`src/mic_interrupt_control_unused_guard.sv`:
```
// Empty companion unit of the interrupt controller; it holds no logic.
// Assumes nothing of its surroundings.
`timescale 1ns/1ps
`default_nettype none
`default_nettype wire

```
`src/mic_pkg.sv`:
```
// Constants, field layouts and carrier types of the interrupt controller.
// Assumes one system clock and that every event input is a one-cycle pulse.
`default_nettype none
package mic_pkg;
  // ----------------------------------------------------------------
  // Register offsets and reset values
  // ----------------------------------------------------------------
  localparam logic [3:0] ADDR_REQ_LO  = 4'h0;
  localparam logic [3:0] ADDR_REQ_HI  = 4'h1;
  localparam logic [3:0] ADDR_EN_LO   = 4'h2;
  localparam logic [3:0] ADDR_EN_HI   = 4'h3;
  localparam logic [3:0] ADDR_VALID   = 4'h4;
  localparam logic [3:0] ADDR_ORIGIN  = 4'h5;
  localparam logic [3:0] ADDR_EDGE    = 4'h6;
  localparam logic [3:0] ADDR_KEYMASK = 4'h7;
  localparam logic [3:0] ADDR_STATUS  = 4'h8;
  localparam logic [7:0] REG_RESET    = 8'h00;
  // ----------------------------------------------------------------
  // Field positions
  // ----------------------------------------------------------------
  localparam int NUM_REQ     = 15;
  localparam int SV_KEY      = 0;
  localparam int SV_COLL     = 1;
  localparam int SV_AD       = 2;
  localparam int SV_T1       = 3;
  localparam int IDX_KEYCOLL = 6;
  localparam int IDX_ADT1    = 14;
  localparam logic [3:0] IDX_SWBREAK = 4'hF;
  localparam int NUM_PINS    = 5;
  // ----------------------------------------------------------------
  // Vector table
  // ----------------------------------------------------------------
  localparam logic [7:0] VEC_HIGH     = 8'hFF;
  localparam logic [7:0] VEC_RESET_LO = 8'hFC;
  localparam logic [7:0] VEC_FIRST_LO = 8'hFA;
  // ----------------------------------------------------------------
  // Carrier types
  // ----------------------------------------------------------------
  typedef struct packed {
    logic timer1;
    logic adDone;
    logic timerB;
    logic timerA;
    logic timerX;
    logic compare;
    logic collision;
    logic serTx2;
    logic serRx2;
    logic serTx1;
    logic serRx1;
  } mic_events_t;
  typedef struct packed {
    logic cap1;
    logic cap0;
    logic cntr0;
    logic int1;
    logic int0;
  } mic_pins_t;
  typedef struct packed {
    logic        halt;
    logic        push;
    logic        fetch;
    logic        setDisable;
    logic [15:0] vector;
  } mic_core_t;
  typedef enum logic [3:0] {
    ST_RSTVEC = 4'h1,
    ST_IDLE   = 4'h2,
    ST_ENTRY  = 4'h4,
    ST_DONE   = 4'h8
  } mic_state_t;
endpackage
`default_nettype wire

```
`src/mic_interrupt_control.sv`:
```
// Interrupt request latching, masking, priority and core entry sequencing.
// Assumes event inputs are single-cycle pulses and pins are synchronous to clock.
//
// Added by the designer: the address map and the plain strobed port.
`timescale 1ns/1ps
`default_nettype none

// Notes on behaviour
// - Eighteen sources: six pins, eleven peripherals, break
// - Accept needs enable, request set, disable clear
// - Software may clear request bits, never set
// - Enable bits freely written by software
// - Reset and break cannot be masked
// - Disable flag holds off all maskable interrupts
// - Simultaneous requests served singly by priority
// - Acceptance halts core, pushes PC and status
// - Acceptance sets disable flag, clears taken request
// - Vector fetched concurrently with the stack push
// - Valid bit per source of shared vectors
// - Shared source event always sets discrimination bit
// - Invalid shared source never sets shared request
// - Discrimination bits survive interrupt acceptance
// - Software clears discrimination bits, never sets them
// - Priority one reset to seventeen break
// - Key wakeup on falling combined enabled port0
module mic_interrupt_control
  import mic_pkg::*;
(
  input  wire logic        clock,
  input  wire logic        reset,
  input  wire logic [3:0]  regAddr,
  input  wire logic [7:0]  regWdata,
  input  wire logic        regWrite,
  input  wire logic        regRead,
  output var  logic [7:0]  regRdata,
  input  wire mic_events_t periphEvents,
  input  wire mic_pins_t   edgePins,
  input  wire logic [7:0]  port0Pins,
  input  wire logic        swBreakExec,
  input  wire logic        iFlag,
  input  wire logic        instrBoundary,
  input  wire logic        pushDone,
  input  wire logic        fetchDone,
  output var  mic_core_t   coreCtl
);

  // ----------------------------------------------------------------
  // Functions
  // ----------------------------------------------------------------
  // Lowest index wins; returns hit flag and index
  function automatic logic [4:0] firstSet(input logic [15:0] cand);
    logic [4:0] res;
    res = 5'h00;
    for (int i = 15; i >= 0; i--) begin
      if (cand[i]) begin
        res = {1'b1, 4'(i)};
      end
    end
    return res;
  endfunction

  // Low vector byte, two bytes per priority step
  function automatic logic [7:0] vecLow(input logic [3:0] idx);
    return 8'(VEC_FIRST_LO - {3'h0, idx, 1'b0});
  endfunction

  // ----------------------------------------------------------------
  // State
  // ----------------------------------------------------------------
  logic [NUM_REQ-1:0]  req_q, req_d;
  logic [NUM_REQ-1:0]  en_q, en_d;
  logic [3:0]          valid_q, valid_d;
  logic [3:0]          origin_q, origin_d;
  logic [NUM_PINS-1:0] edgeSel_q, edgeSel_d;
  logic [7:0]          keyMask_q, keyMask_d;
  logic                swBreak_q, swBreak_d;
  logic [NUM_PINS-1:0] pinPrev_q;
  logic                keyPrev_q;
  logic                primed_q;
  logic                pushSeen_q, pushSeen_d;
  logic                fetchSeen_q, fetchSeen_d;
  logic [3:0]          lastIdx_q, lastIdx_d;
  mic_state_t          state_q, state_d;
  mic_core_t           core_q, core_d;
  logic [7:0]          rdata_q, rdata_d;

  // ----------------------------------------------------------------
  // Register decode
  // ----------------------------------------------------------------
  wire logic wrReqLo  = regWrite && (regAddr == ADDR_REQ_LO);
  wire logic wrReqHi  = regWrite && (regAddr == ADDR_REQ_HI);
  wire logic wrEnLo   = regWrite && (regAddr == ADDR_EN_LO);
  wire logic wrEnHi   = regWrite && (regAddr == ADDR_EN_HI);
  wire logic wrValid  = regWrite && (regAddr == ADDR_VALID);
  wire logic wrOrigin = regWrite && (regAddr == ADDR_ORIGIN);
  wire logic wrEdge   = regWrite && (regAddr == ADDR_EDGE);
  wire logic wrKey    = regWrite && (regAddr == ADDR_KEYMASK);

  // ----------------------------------------------------------------
  // Source events
  // ----------------------------------------------------------------
  // Pin edges; edge select 1 = rising, 0 = falling
  logic [NUM_PINS-1:0] pinEdge;
  wire logic [NUM_PINS-1:0] pinNow = edgePins;
  genvar g;
  generate
    for (g = 0; g < NUM_PINS; g++) begin : gEdge
      assign pinEdge[g] = primed_q && (edgeSel_q[g] ? (pinNow[g] && !pinPrev_q[g])
                                                    : (!pinNow[g] && pinPrev_q[g]));
    end
  endgenerate

  // Unmasked port0 bits count as high in the conjunction
  wire logic keyLevel = &(port0Pins | ~keyMask_q);
  wire logic keyFall  = primed_q && keyPrev_q && !keyLevel && (|keyMask_q);

  // Shared vectors only requested by valid sources
  wire logic keyColl = (keyFall && valid_q[SV_KEY]) ||
                       (periphEvents.collision && valid_q[SV_COLL]);
  wire logic adT1    = (periphEvents.adDone && valid_q[SV_AD]) ||
                       (periphEvents.timer1 && valid_q[SV_T1]);

  // Fifteen request bits from seventeen non-break sources
  wire logic [NUM_REQ-1:0] reqSet = {adT1, periphEvents.timerB, periphEvents.timerA,
                                     periphEvents.timerX, periphEvents.compare,
                                     pinEdge[4], pinEdge[3], pinEdge[2], keyColl,
                                     pinEdge[1], pinEdge[0], periphEvents.serTx2,
                                     periphEvents.serRx2, periphEvents.serTx1,
                                     periphEvents.serRx1};

  // Origin events regardless of valid bits
  wire logic [3:0] originSet = {periphEvents.timer1, periphEvents.adDone,
                                periphEvents.collision, keyFall};

  // ----------------------------------------------------------------
  // Priority resolution
  // ----------------------------------------------------------------
  // Disable flag gates everything but break
  wire logic [NUM_REQ-1:0] eligible = req_q & en_q & {NUM_REQ{!iFlag}};
  wire logic [15:0]        cand     = {swBreak_q, eligible};
  wire logic [4:0]         win      = firstSet(cand);
  wire logic               winHit   = win[4];
  wire logic [3:0]         winIdx   = win[3:0];
  wire logic               accept   = (state_q == ST_IDLE) && instrBoundary && winHit;
  wire logic [NUM_REQ-1:0] accClr   = (accept && winIdx != IDX_SWBREAK) ?
                                      NUM_REQ'(16'h0001 << winIdx) : '0;

  // ----------------------------------------------------------------
  // Software clears, as zero bits in the written word
  // ----------------------------------------------------------------
  wire logic [NUM_REQ-1:0] swClr = {wrReqHi ? ~regWdata[6:0] : 7'h00,
                                    wrReqLo ? ~regWdata : 8'h00};

  // ----------------------------------------------------------------
  // Register next values
  // ----------------------------------------------------------------
  // Set term last so a same-cycle event survives any clear
  always_comb begin
    req_d     = (req_q & ~swClr & ~accClr) | reqSet;
    en_d      = en_q;
    if (wrEnLo) begin
      en_d[7:0] = regWdata;
    end
    if (wrEnHi) begin
      en_d[14:8] = regWdata[6:0];
    end
    valid_d   = wrValid ? regWdata[3:0] : valid_q;
    origin_d  = (origin_q & (wrOrigin ? regWdata[3:0] : 4'hF)) | originSet;
    edgeSel_d = wrEdge ? regWdata[NUM_PINS-1:0] : edgeSel_q;
    keyMask_d = wrKey ? regWdata : keyMask_q;
    swBreak_d = (swBreak_q && !(accept && winIdx == IDX_SWBREAK)) || swBreakExec;
  end

  // Read mux; unmapped offsets answer zero
  always_comb begin
    rdata_d = 8'h00;
    if (regRead) begin
      case (regAddr)
        ADDR_REQ_LO:  rdata_d = req_q[7:0];
        ADDR_REQ_HI:  rdata_d = {1'b0, req_q[14:8]};
        ADDR_EN_LO:   rdata_d = en_q[7:0];
        ADDR_EN_HI:   rdata_d = {1'b0, en_q[14:8]};
        ADDR_VALID:   rdata_d = {4'h0, valid_q};
        ADDR_ORIGIN:  rdata_d = {4'h0, origin_q};
        ADDR_EDGE:    rdata_d = {3'h0, edgeSel_q};
        ADDR_KEYMASK: rdata_d = keyMask_q;
        ADDR_STATUS:  rdata_d = {(state_q != ST_IDLE), winHit, 2'h0, lastIdx_q};
        default:      rdata_d = 8'h00;
      endcase
    end
  end

  // ----------------------------------------------------------------
  // Entry sequencer
  // ----------------------------------------------------------------
  // Push and vector fetch run together; both completions are awaited
  always_comb begin
    state_d     = state_q;
    core_d      = core_q;
    core_d.setDisable = 1'b0;
    pushSeen_d  = pushSeen_q;
    fetchSeen_d = fetchSeen_q;
    lastIdx_d   = lastIdx_q;
    case (state_q)
      ST_RSTVEC: begin
        core_d.halt   = 1'b1;
        core_d.fetch  = 1'b1;
        core_d.vector = {VEC_HIGH, VEC_RESET_LO};
        if (fetchDone) begin
          state_d = ST_DONE;
        end
      end
      ST_IDLE: begin
        pushSeen_d  = 1'b0;
        fetchSeen_d = 1'b0;
        if (accept) begin
          state_d           = ST_ENTRY;
          core_d.halt       = 1'b1;
          core_d.push       = 1'b1;
          core_d.fetch      = 1'b1;
          core_d.setDisable = 1'b1;
          core_d.vector     = {VEC_HIGH, vecLow(winIdx)};
          lastIdx_d         = winIdx;
        end
      end
      ST_ENTRY: begin
        pushSeen_d  = pushSeen_q || pushDone;
        fetchSeen_d = fetchSeen_q || fetchDone;
        if (pushSeen_d) begin
          core_d.push = 1'b0;
        end
        if (fetchSeen_d) begin
          core_d.fetch = 1'b0;
        end
        if (pushSeen_d && fetchSeen_d) begin
          state_d = ST_DONE;
        end
      end
      ST_DONE: begin
        core_d.halt  = 1'b0;
        core_d.push  = 1'b0;
        core_d.fetch = 1'b0;
        state_d      = ST_IDLE;
      end
      default: begin
        state_d = ST_IDLE;
      end
    endcase
  end

  // ----------------------------------------------------------------
  // Flip-flops
  // ----------------------------------------------------------------
  // Software registers and request latches
  always_ff @(posedge clock) begin
    if (reset) begin
      req_q     <= '0;
      en_q      <= '0;
      valid_q   <= 4'h0;
      origin_q  <= 4'h0;
      edgeSel_q <= '0;
      keyMask_q <= REG_RESET;
      swBreak_q <= 1'b0;
      rdata_q   <= 8'h00;
    end else begin
      req_q     <= req_d;
      en_q      <= en_d;
      valid_q   <= valid_d;
      origin_q  <= origin_d;
      edgeSel_q <= edgeSel_d;
      keyMask_q <= keyMask_d;
      swBreak_q <= swBreak_d;
      rdata_q   <= rdata_d;
    end
  end

  // Edge history; primed flag hides the first sample after reset
  always_ff @(posedge clock) begin
    if (reset) begin
      pinPrev_q <= '0;
      keyPrev_q <= 1'b1;
      primed_q  <= 1'b0;
    end else begin
      pinPrev_q <= pinNow;
      keyPrev_q <= keyLevel;
      primed_q  <= 1'b1;
    end
  end

  // Sequencer; reset vector fetch starts right after release
  always_ff @(posedge clock) begin
    if (reset) begin
      state_q     <= ST_RSTVEC;
      core_q      <= '0;
      pushSeen_q  <= 1'b0;
      fetchSeen_q <= 1'b0;
      lastIdx_q   <= 4'h0;
    end else begin
      state_q     <= state_d;
      core_q      <= core_d;
      pushSeen_q  <= pushSeen_d;
      fetchSeen_q <= fetchSeen_d;
      lastIdx_q   <= lastIdx_d;
    end
  end

  assign regRdata = rdata_q;
  assign coreCtl  = core_q;
endmodule
`default_nettype wire

```
`config.mk`:
```
export PLATFORM = sky130hd
export DESIGN_NAME = mic_interrupt_control
export DESIGN_NICKNAME = d
export VERILOG_FILES = /design/src/mic_interrupt_control_unused_guard.sv /design/src/mic_pkg.sv /design/src/mic_interrupt_control.sv
export SDC_FILE = /design/constraint.sdc
export NUM_CORES = 1
export LEC_CHECK = 0
export BUFFER_PORTS_ARGS = -buffer_cell sky130_fd_sc_hd__buf_4
export CAP_MARGIN = 5
export CORE_ASPECT_RATIO = 1.2
export CORE_UTILIZATION = 57
export DETAILED_ROUTE_END_ITERATION = 7
export HOLD_SLACK_MARGIN = 0.02
export PLACE_DENSITY = 0.8
export SLEW_MARGIN = 10
export SYNTH_ARGS = -nofsm -noshare
export SYNTH_HDL_FRONTEND = slang
export SYNTH_SLANG_ARGS = --single-unit
```
`constraint.sdc`:
```
create_clock -name clock -period 2.5 [get_ports clock]
set_input_delay 0.5 -clock clock [delete_from_list [all_inputs] [get_ports clock]]
set_output_delay 0.5 -clock clock [all_outputs]
set_load 0.02 [all_outputs]
```
==> results_dict.tcl, run 1 <==
set metrics [dict create \
    outcome "finished with violations" \
    violations "DRC" \
    crit_chain "nor4b_4 -> nand2_4 -> or3_4 -> nor2_1 -> a311oi_1" \
    finalCritPeriodShare 0.847 \
    skew_ps 10.5 \
    ant_nets 0 \
    ys_async_sr_fraction 0 \
    postCtsSetupBuffers 0 \
    yosys.area_share.simple 0.198 \
    hold_violations 0 \
    core_mm2 0.00775 \
    cts_buffer_depth 2 \
    path_clk_slew_ps 80 \
    num_io_pins 73 \
    antenna_found_initial 0 \
    grt_pass1_wl_um 20600 \
    track_usage 0.314 \
    cts_max_level 3 \
    power_leakage_nw 2.08 \
    gr-total-overflow 0 \
    drv_cap 0 \
    powerDensity_mw_per_mm2 546 \
    whs_ps 370 \
    synth-main-ff-cell "dfxtp_1" \
    yosys.area_share.adder 0 \
    place.gp.congestion 0.999 \
    ir_worst_vdd_mv 0.412 \
    dr_total_vias 4299 \
    viasPerCell 6.30 \
    grt_max_degree 36 \
    syn2layout_area_growth_pct 13.8 \
    yosys_warnings 0 \
    slowest_delay_ps 570 \
    end_kind "flop" \
    p_sw_frac 0.288 \
    syn_avg_cell_area_um2 8.60 \
    path_max_fanout 12 \
    n_antenna_cell 0 \
    fin_nets 630 \
    synth_xor_area_frac 0.00569 \
    comb_power_share 0.163 \
    synth_top_family_by_area "compound AO/OA/AOI/OAI gates" \
    cts_tree "yes" \
    dr.first_iter.drc_count 394 \
    syn_nets 582 \
    cts_sinks 87 \
    setup_violations 0 \
    die_h_um 101 \
    cts_buffers 9 \
    drive_gt1_frac 0.219 \
    dr.pass1.iters 7 \
    routed_wl_um 12800 \
    p_int_mw 2.04 \
    synth_edf_count 0 \
    final_common_cell "dfxtp_1" \
    worst-path-buf-inv 0 \
    critical-path-top-delay-family "simple AND/OR/NAND/NOR gates" \
    drc 12 \
    p_sw_uw 829 \
    ys_seq_area_frac 0.377 \
    cp.arrival_ps 2360 \
    hold_class "in -> reg" \
    critPathKind "reg -> reg" \
    slew_viol_final 0 \
    fmax_mhz 472 \
    yosys-mux-area-fraction 0.0869 \
    ys_ff_latch 87 \
    setup_tns_ps 0 \
    critPathLaunchType "flop" \
    first_global_vias 4066 \
    pwr-share-seq 0.523 \
    worst_slew_pin_slew_ps 549 \
    final_cell_mix "dfxtp_1, buf_4, nor2_1" \
    required_ps 2740 \
    cts_resized 0 \
    cpMaxStageDelayCell "dfxtp_1" \
    initial_core_util 0.596 \
    synth_area_mm2 0.00462 \
    dp_hpwl_um 9550 \
    p_clk_frac 0.314 \
    maxSlewHeadroom 0.633 \
    synth_cells 537 \
    synth_compound_gate_area_share 0.263 \
    dieArea_mm2 0.00847 \
    die_w_um 84.2 \
    cts_root_buf "clkbuf_8" \
    min_period_ps 2120 \
    io_buffers 71 \
    rsz0062_at_grt "false" \
    postCtsHoldBufs 0 \
    ys_types 80 \
    rows 35 \
    clock_latency_ps 360 \
    avgRoutedWirePerCell_um 18.8 \
]
==> routing by layer <==
layer  global-route usage  vias to the layer above  routed length [µm]
li1                     -                     2015                   -
met1                0.393                     2015                5170
met2                0.528                      223                6110
met3               0.0442                       46                 965
met4                0.167                        0                 563
met5                    0                        -                   0
==> through the flow <==
step	util	worst slack, ps	total power [mW]	std cells	cell area (µm²)
after floorplan	-	563	1.83	537	4620
after global placement	0.656	364	1.98	666	5080
after global routing	0.678	229	2.98	682	5260
after detailed placement	0.656	330	2.00	666	5080
final	0.678	382	2.87	682	5260
after CTS	0.678	397	2.87	682	5260
==> sequential cells by signal (all words and copies together) (netlist names), 5 cells and up <==
signal     flops
keyMask_q      8
coreCtl       10
regRdata       8
req_q         15
en_q          15
pinPrev_q      5
edgeSel_q      5
==> final timing paths <==
kind / from / cells past startpoint / slack [ps] / end
worst max-delay path: state_q[1]$_SDFFE_PP0P_ / 5 / 380 / swBreak_q$_SDFF_PP0_
worst min-delay path: edgePins[2] / 2 / 370 / pinPrev_q[2]$_SDFF_PP0_
worst max register to register: state_q[1]$_SDFFE_PP0P_ / 5 / 380 / swBreak_q$_SDFF_PP0_
worst min register to register: origin_q[1]$_SDFF_PP0_ / 2 / 500 / origin_q[1]$_SDFF_PP0_
==> power by group through the flow <==
stage	combinational, mW	clock, mW	sequential (mW)
CTS	0.465	0.904	1.50
floorplan	0.299	0	1.53
finish	0.468	0.902	1.50
global route	0.507	0.963	1.51
detailed placement	0.464	0	1.53
global placement	0.454	0	1.53
==> layout make-up <==
| class | instances | area [µm²] |
|---|---|---|
| repair buffers | 76 | 571 |
| flip-flops and latches | 87 | 1740 |
| multi-input cells | 386 | 2560 |
| well taps | 92 | 115 |
| clock buffers | 12 | 155 |
| fillers | 650 | 2490 |
| inverters | 25 | 93.8 |
| clock inverters | 4 | 20.0 |
==> cell usage after synthesis, drive strengths merged (3+ instances only) <==
cell type  count  area share
nand3b         4      0.0092
buf           21       0.034
o41a           4      0.0097
o32a           3      0.0065
nand3         16       0.018
a221oi         4      0.0076
a31oi          4      0.0087
a21oi         45       0.050
and2           3      0.0049
nor2          64       0.053
o211a          3      0.0065
o21ai         33       0.037
o22ai          6       0.011
or2            3      0.0041
a32oi          3      0.0057
a22o           6       0.011
nand2         52       0.044
dfxtp         87        0.38
a211oi         7       0.011
mux2i         30       0.065
o31ai          4      0.0095
and3           4      0.0054
nor2b         10       0.014
clkbuf        18       0.015
inv           25       0.020
o211ai         3      0.0060
nor3           7      0.0087
nand2b        10       0.015
a22oi         17       0.034
mux2           5       0.012
==> cells by family after synthesis <==
kind of cell,count (synthesis)
xor+xnor,3
simple gates,184
other cells,1
mux,37
flops,87
compound gates,161
buf+inv,64
Power figures use the tool's default switching activity.
==> run 2, diff against run 1 <==
--- a/config.mk
+++ b/config.mk
@@ -5,13 +5,14 @@
 export SDC_FILE = /design/constraint.sdc
 export NUM_CORES = 1
 export LEC_CHECK = 0
+export ABC_AREA = 1
 export BUFFER_PORTS_ARGS = -buffer_cell sky130_fd_sc_hd__buf_4
 export CAP_MARGIN = 5
 export CORE_ASPECT_RATIO = 1.2
-export CORE_UTILIZATION = 57
+export CORE_UTILIZATION = 56
 export DETAILED_ROUTE_END_ITERATION = 7
 export HOLD_SLACK_MARGIN = 0.02
-export PLACE_DENSITY = 0.8
+export PLACE_DENSITY = 0.79
 export SLEW_MARGIN = 10
 export SYNTH_ARGS = -nofsm -noshare
 export SYNTH_HDL_FRONTEND = slang
==> constraint.sdc (replaced) <==
create_clock -name clock -period 2.2 [get_ports clock]
set_input_delay 0.44 -clock clock [delete_from_list [all_inputs] [get_ports clock]]
set_output_delay 0.44 -clock clock [all_outputs]
set_load 0.02 [all_outputs]
==> run 2 against run 1 <==
Compared with the run above: the flow now finishes without violations; hold slack got worse by 94 ps; routed wire length grew 5.1%; die area shrank 2.9%; clock skew grew 1.5 ps.
==> results_dict.tcl, run 2 <==
set metrics [dict create \
    outcome "finished clean" \
    setup_tns_ps 0 \
    place.gp.congestion 0.959 \
    required_ps 2480 \
    cts_max_level 3 \
    grt_max_degree 44 \
    postCtsHoldBufs 0 \
    n_antenna_cell 0 \
    dr.first_iter.drc_count 408 \
    yosys_warnings 0 \
    first_global_vias 4114 \
    fmax_mhz 509 \
    synth_edf_count 0 \
    path_clk_slew_ps 110 \
    die_h_um 99.1 \
    gr-total-overflow 0 \
    dp_hpwl_um 10400 \
    reg2reg_from "en_q[8]$_SDFFE_PP0P_" \
    ant_nets 0 \
    syn_avg_cell_area_um2 7.19 \
    critPathKind "reg -> reg" \
    dr_total_vias 4406 \
    skew_ps 12.0 \
    drc 0 \
    clock_latency_ps 380 \
    path_max_fanout 7 \
    core_mm2 0.00766 \
    setup_slack_ps 237 \
    ys_types 38 \
    yosys.area_share.simple 0.237 \
    drive_gt1_frac 0.223 \
    ys_seq_area_frac 0.396 \
    slowest_delay_ps 400 \
    reg2regPathDepth 9 \
    critPathLaunchType "flop" \
    track_usage 0.335 \
    cts_root_buf "clkbuf_8" \
    io_buffers 71 \
    hold_start "edgePins[1]" \
    hold_violations 0 \
    cp.arrival_ps 2240 \
    worst_slew_pin_slew_ps 530 \
    cts_buffers 9 \
    drv_cap 0 \
    dr.pass1.iters 6 \
    postCtsSetupBuffers 0 \
    die_w_um 82.9 \
    final_cell_mix "inv_1, buf_4, nand2_1, dfxtp_1, a21oi_1" \
    ys_ff_latch 87 \
    ys_async_sr_fraction 0 \
    cts_sinks 87 \
    synth_cells 612 \
    viasPerCell 5.57 \
    yosysTopAreaCell "dfxtp_1" \
    ir_worst_vdd_mv 0.486 \
    r2r_slack_ps 240 \
    finalCritPeriodShare 0.892 \
    synth_area_mm2 0.00440 \
    synth_compound_gate_area_share 0.220 \
    dieArea_mm2 0.00822 \
    cts_resized 0 \
    cts_tree "yes" \
    crit_top_cell "nor2_2" \
    hold-path-cell-count 3 \
    syn_nets 657 \
    power_leakage_nw 2.39 \
    yosys.area_share.adder 0 \
    synth-main-ff-cell "dfxtp_1" \
    synth_top_area_share 0.396 \
    initial_core_util 0.575 \
    end_kind "flop" \
    slew_viol_final 0 \
    synth_common_cells "inv_1, dfxtp_1, nand2_1" \
    rows 35 \
    r2r-end "coreCtl[4]$_SDFFE_PP0P_" \
    num_io_pins 73 \
    yosys-mux-area-fraction 0 \
    syn2layout_area_growth_pct 20.2 \
    min_period_ps 1960 \
    crit_chain "inv_1 -> nor3_1 -> nor2_2 -> nand2_2 -> nor2_4 -> nor3_4 -> nor2_2 -> a2111oi_4 -> nor2_1" \
    antenna_found_initial 0 \
    final_common_cell "inv_1" \
    cts_buffer_depth 2 \
    hold_path_end "pinPrev_q[1]$_SDFF_PP0_" \
    synth_top_family_by_area "simple AND/OR/NAND/NOR gates" \
    cpMaxStageDelayCell "dfxtp_1" \
    fin_nets 739 \
    hold_class "in -> reg" \
    synth_xor_area_frac 0 \
    avgRoutedWirePerCell_um 17.0 \
    synthTopCellsByArea "dfxtp_1, inv_1, a21oi_1" \
    fillers 685 \
    grt_pass1_wl_um 21100 \
    setup_violations 0 \
    maxSlewHeadroom 0.646 \
    synth.most_common_cell "inv_1" \
    routed_wl_um 13500 \
    place_ws_ps 12.4 \
    powerDensity_mw_per_mm2 658 \
    rsz0062_at_grt "false" \
]
run 2: report_power, final:
group / internal [mW] / switching [mW]
logic: 0.243 / 0.392
registers: 1.65 / 0.0507
clock network: 0.449 / 0.700
run 2: worst max-delay path by stage:
stage                               startpoint                       to  slack [ps]  cells after the start
after floorplan                          iFlag     req_q[14]$_SDFF_PP0_         290                     14
after global placement                   iFlag      req_q[9]$_SDFF_PP0_          20                     16
after detailed placement                 iFlag      req_q[3]$_SDFF_PP0_          10                     12
after CTS                 en_q[8]$_SDFFE_PP0P_      req_q[9]$_SDFF_PP0_         220                     13
after global routing      req_q[14]$_SDFF_PP0_      req_q[6]$_SDFF_PP0_          30                     19
final                     en_q[8]$_SDFFE_PP0P_  coreCtl[4]$_SDFFE_PP0P_         240                      9
run 2: per-layer routing:
metal,share of wire,global-route usage
met3,0.068,0.0680
met2,0.49,0.560
met4,0.048,0.186
met1,0.40,0.405
met5,0,0
run 2: metrics by stage:
stage | cell area (µm²) | util | hold WS, ps | cells | power, mW
2_1_floorplan | 4400 | - | 440 | 612 | 2.11
3_3_place_gp | 5090 | 0.664 | 451 | 775 | 2.34
3_5_place_dp | 5090 | 0.664 | 462 | 775 | 2.36
4_1_cts | 5290 | 0.690 | 283 | 791 | 3.47
5_1_grt | 5290 | 0.691 | 291 | 791 | 3.61
6_report | 5290 | 0.691 | 276 | 791 | 3.48
run 2: cell type report:
cell class | instances | area (µm²) | share of cell area
inverters | 128 | 485 | 0.0917
repair buffers | 97 | 728 | 0.138
well taps | 92 | 115 | 0.0217
flip-flops and latches | 87 | 1740 | 0.329
clock inverters | 7 | 80.1 | 0.0151
clock buffers | 9 | 124 | 0.0234
multi-input cells | 371 | 2020 | 0.381
run 2: logic make-up (layout without fill, tap and decap cells):
family | count (synthesis) | after routing
buf+inv | 154 | 241
compound gates | 170 | 170
other cells | 1 | 1
flops | 87 | 87
simple gates | 200 | 200
run 2: critical path: cells and delay by family (launching register included):
family                 cells  cell delay [ps]
AOI/OAI and AO/OA          1              360
buffers and inverters      1               80
and+or+nand+nor            7             1020
DFF                        1              400
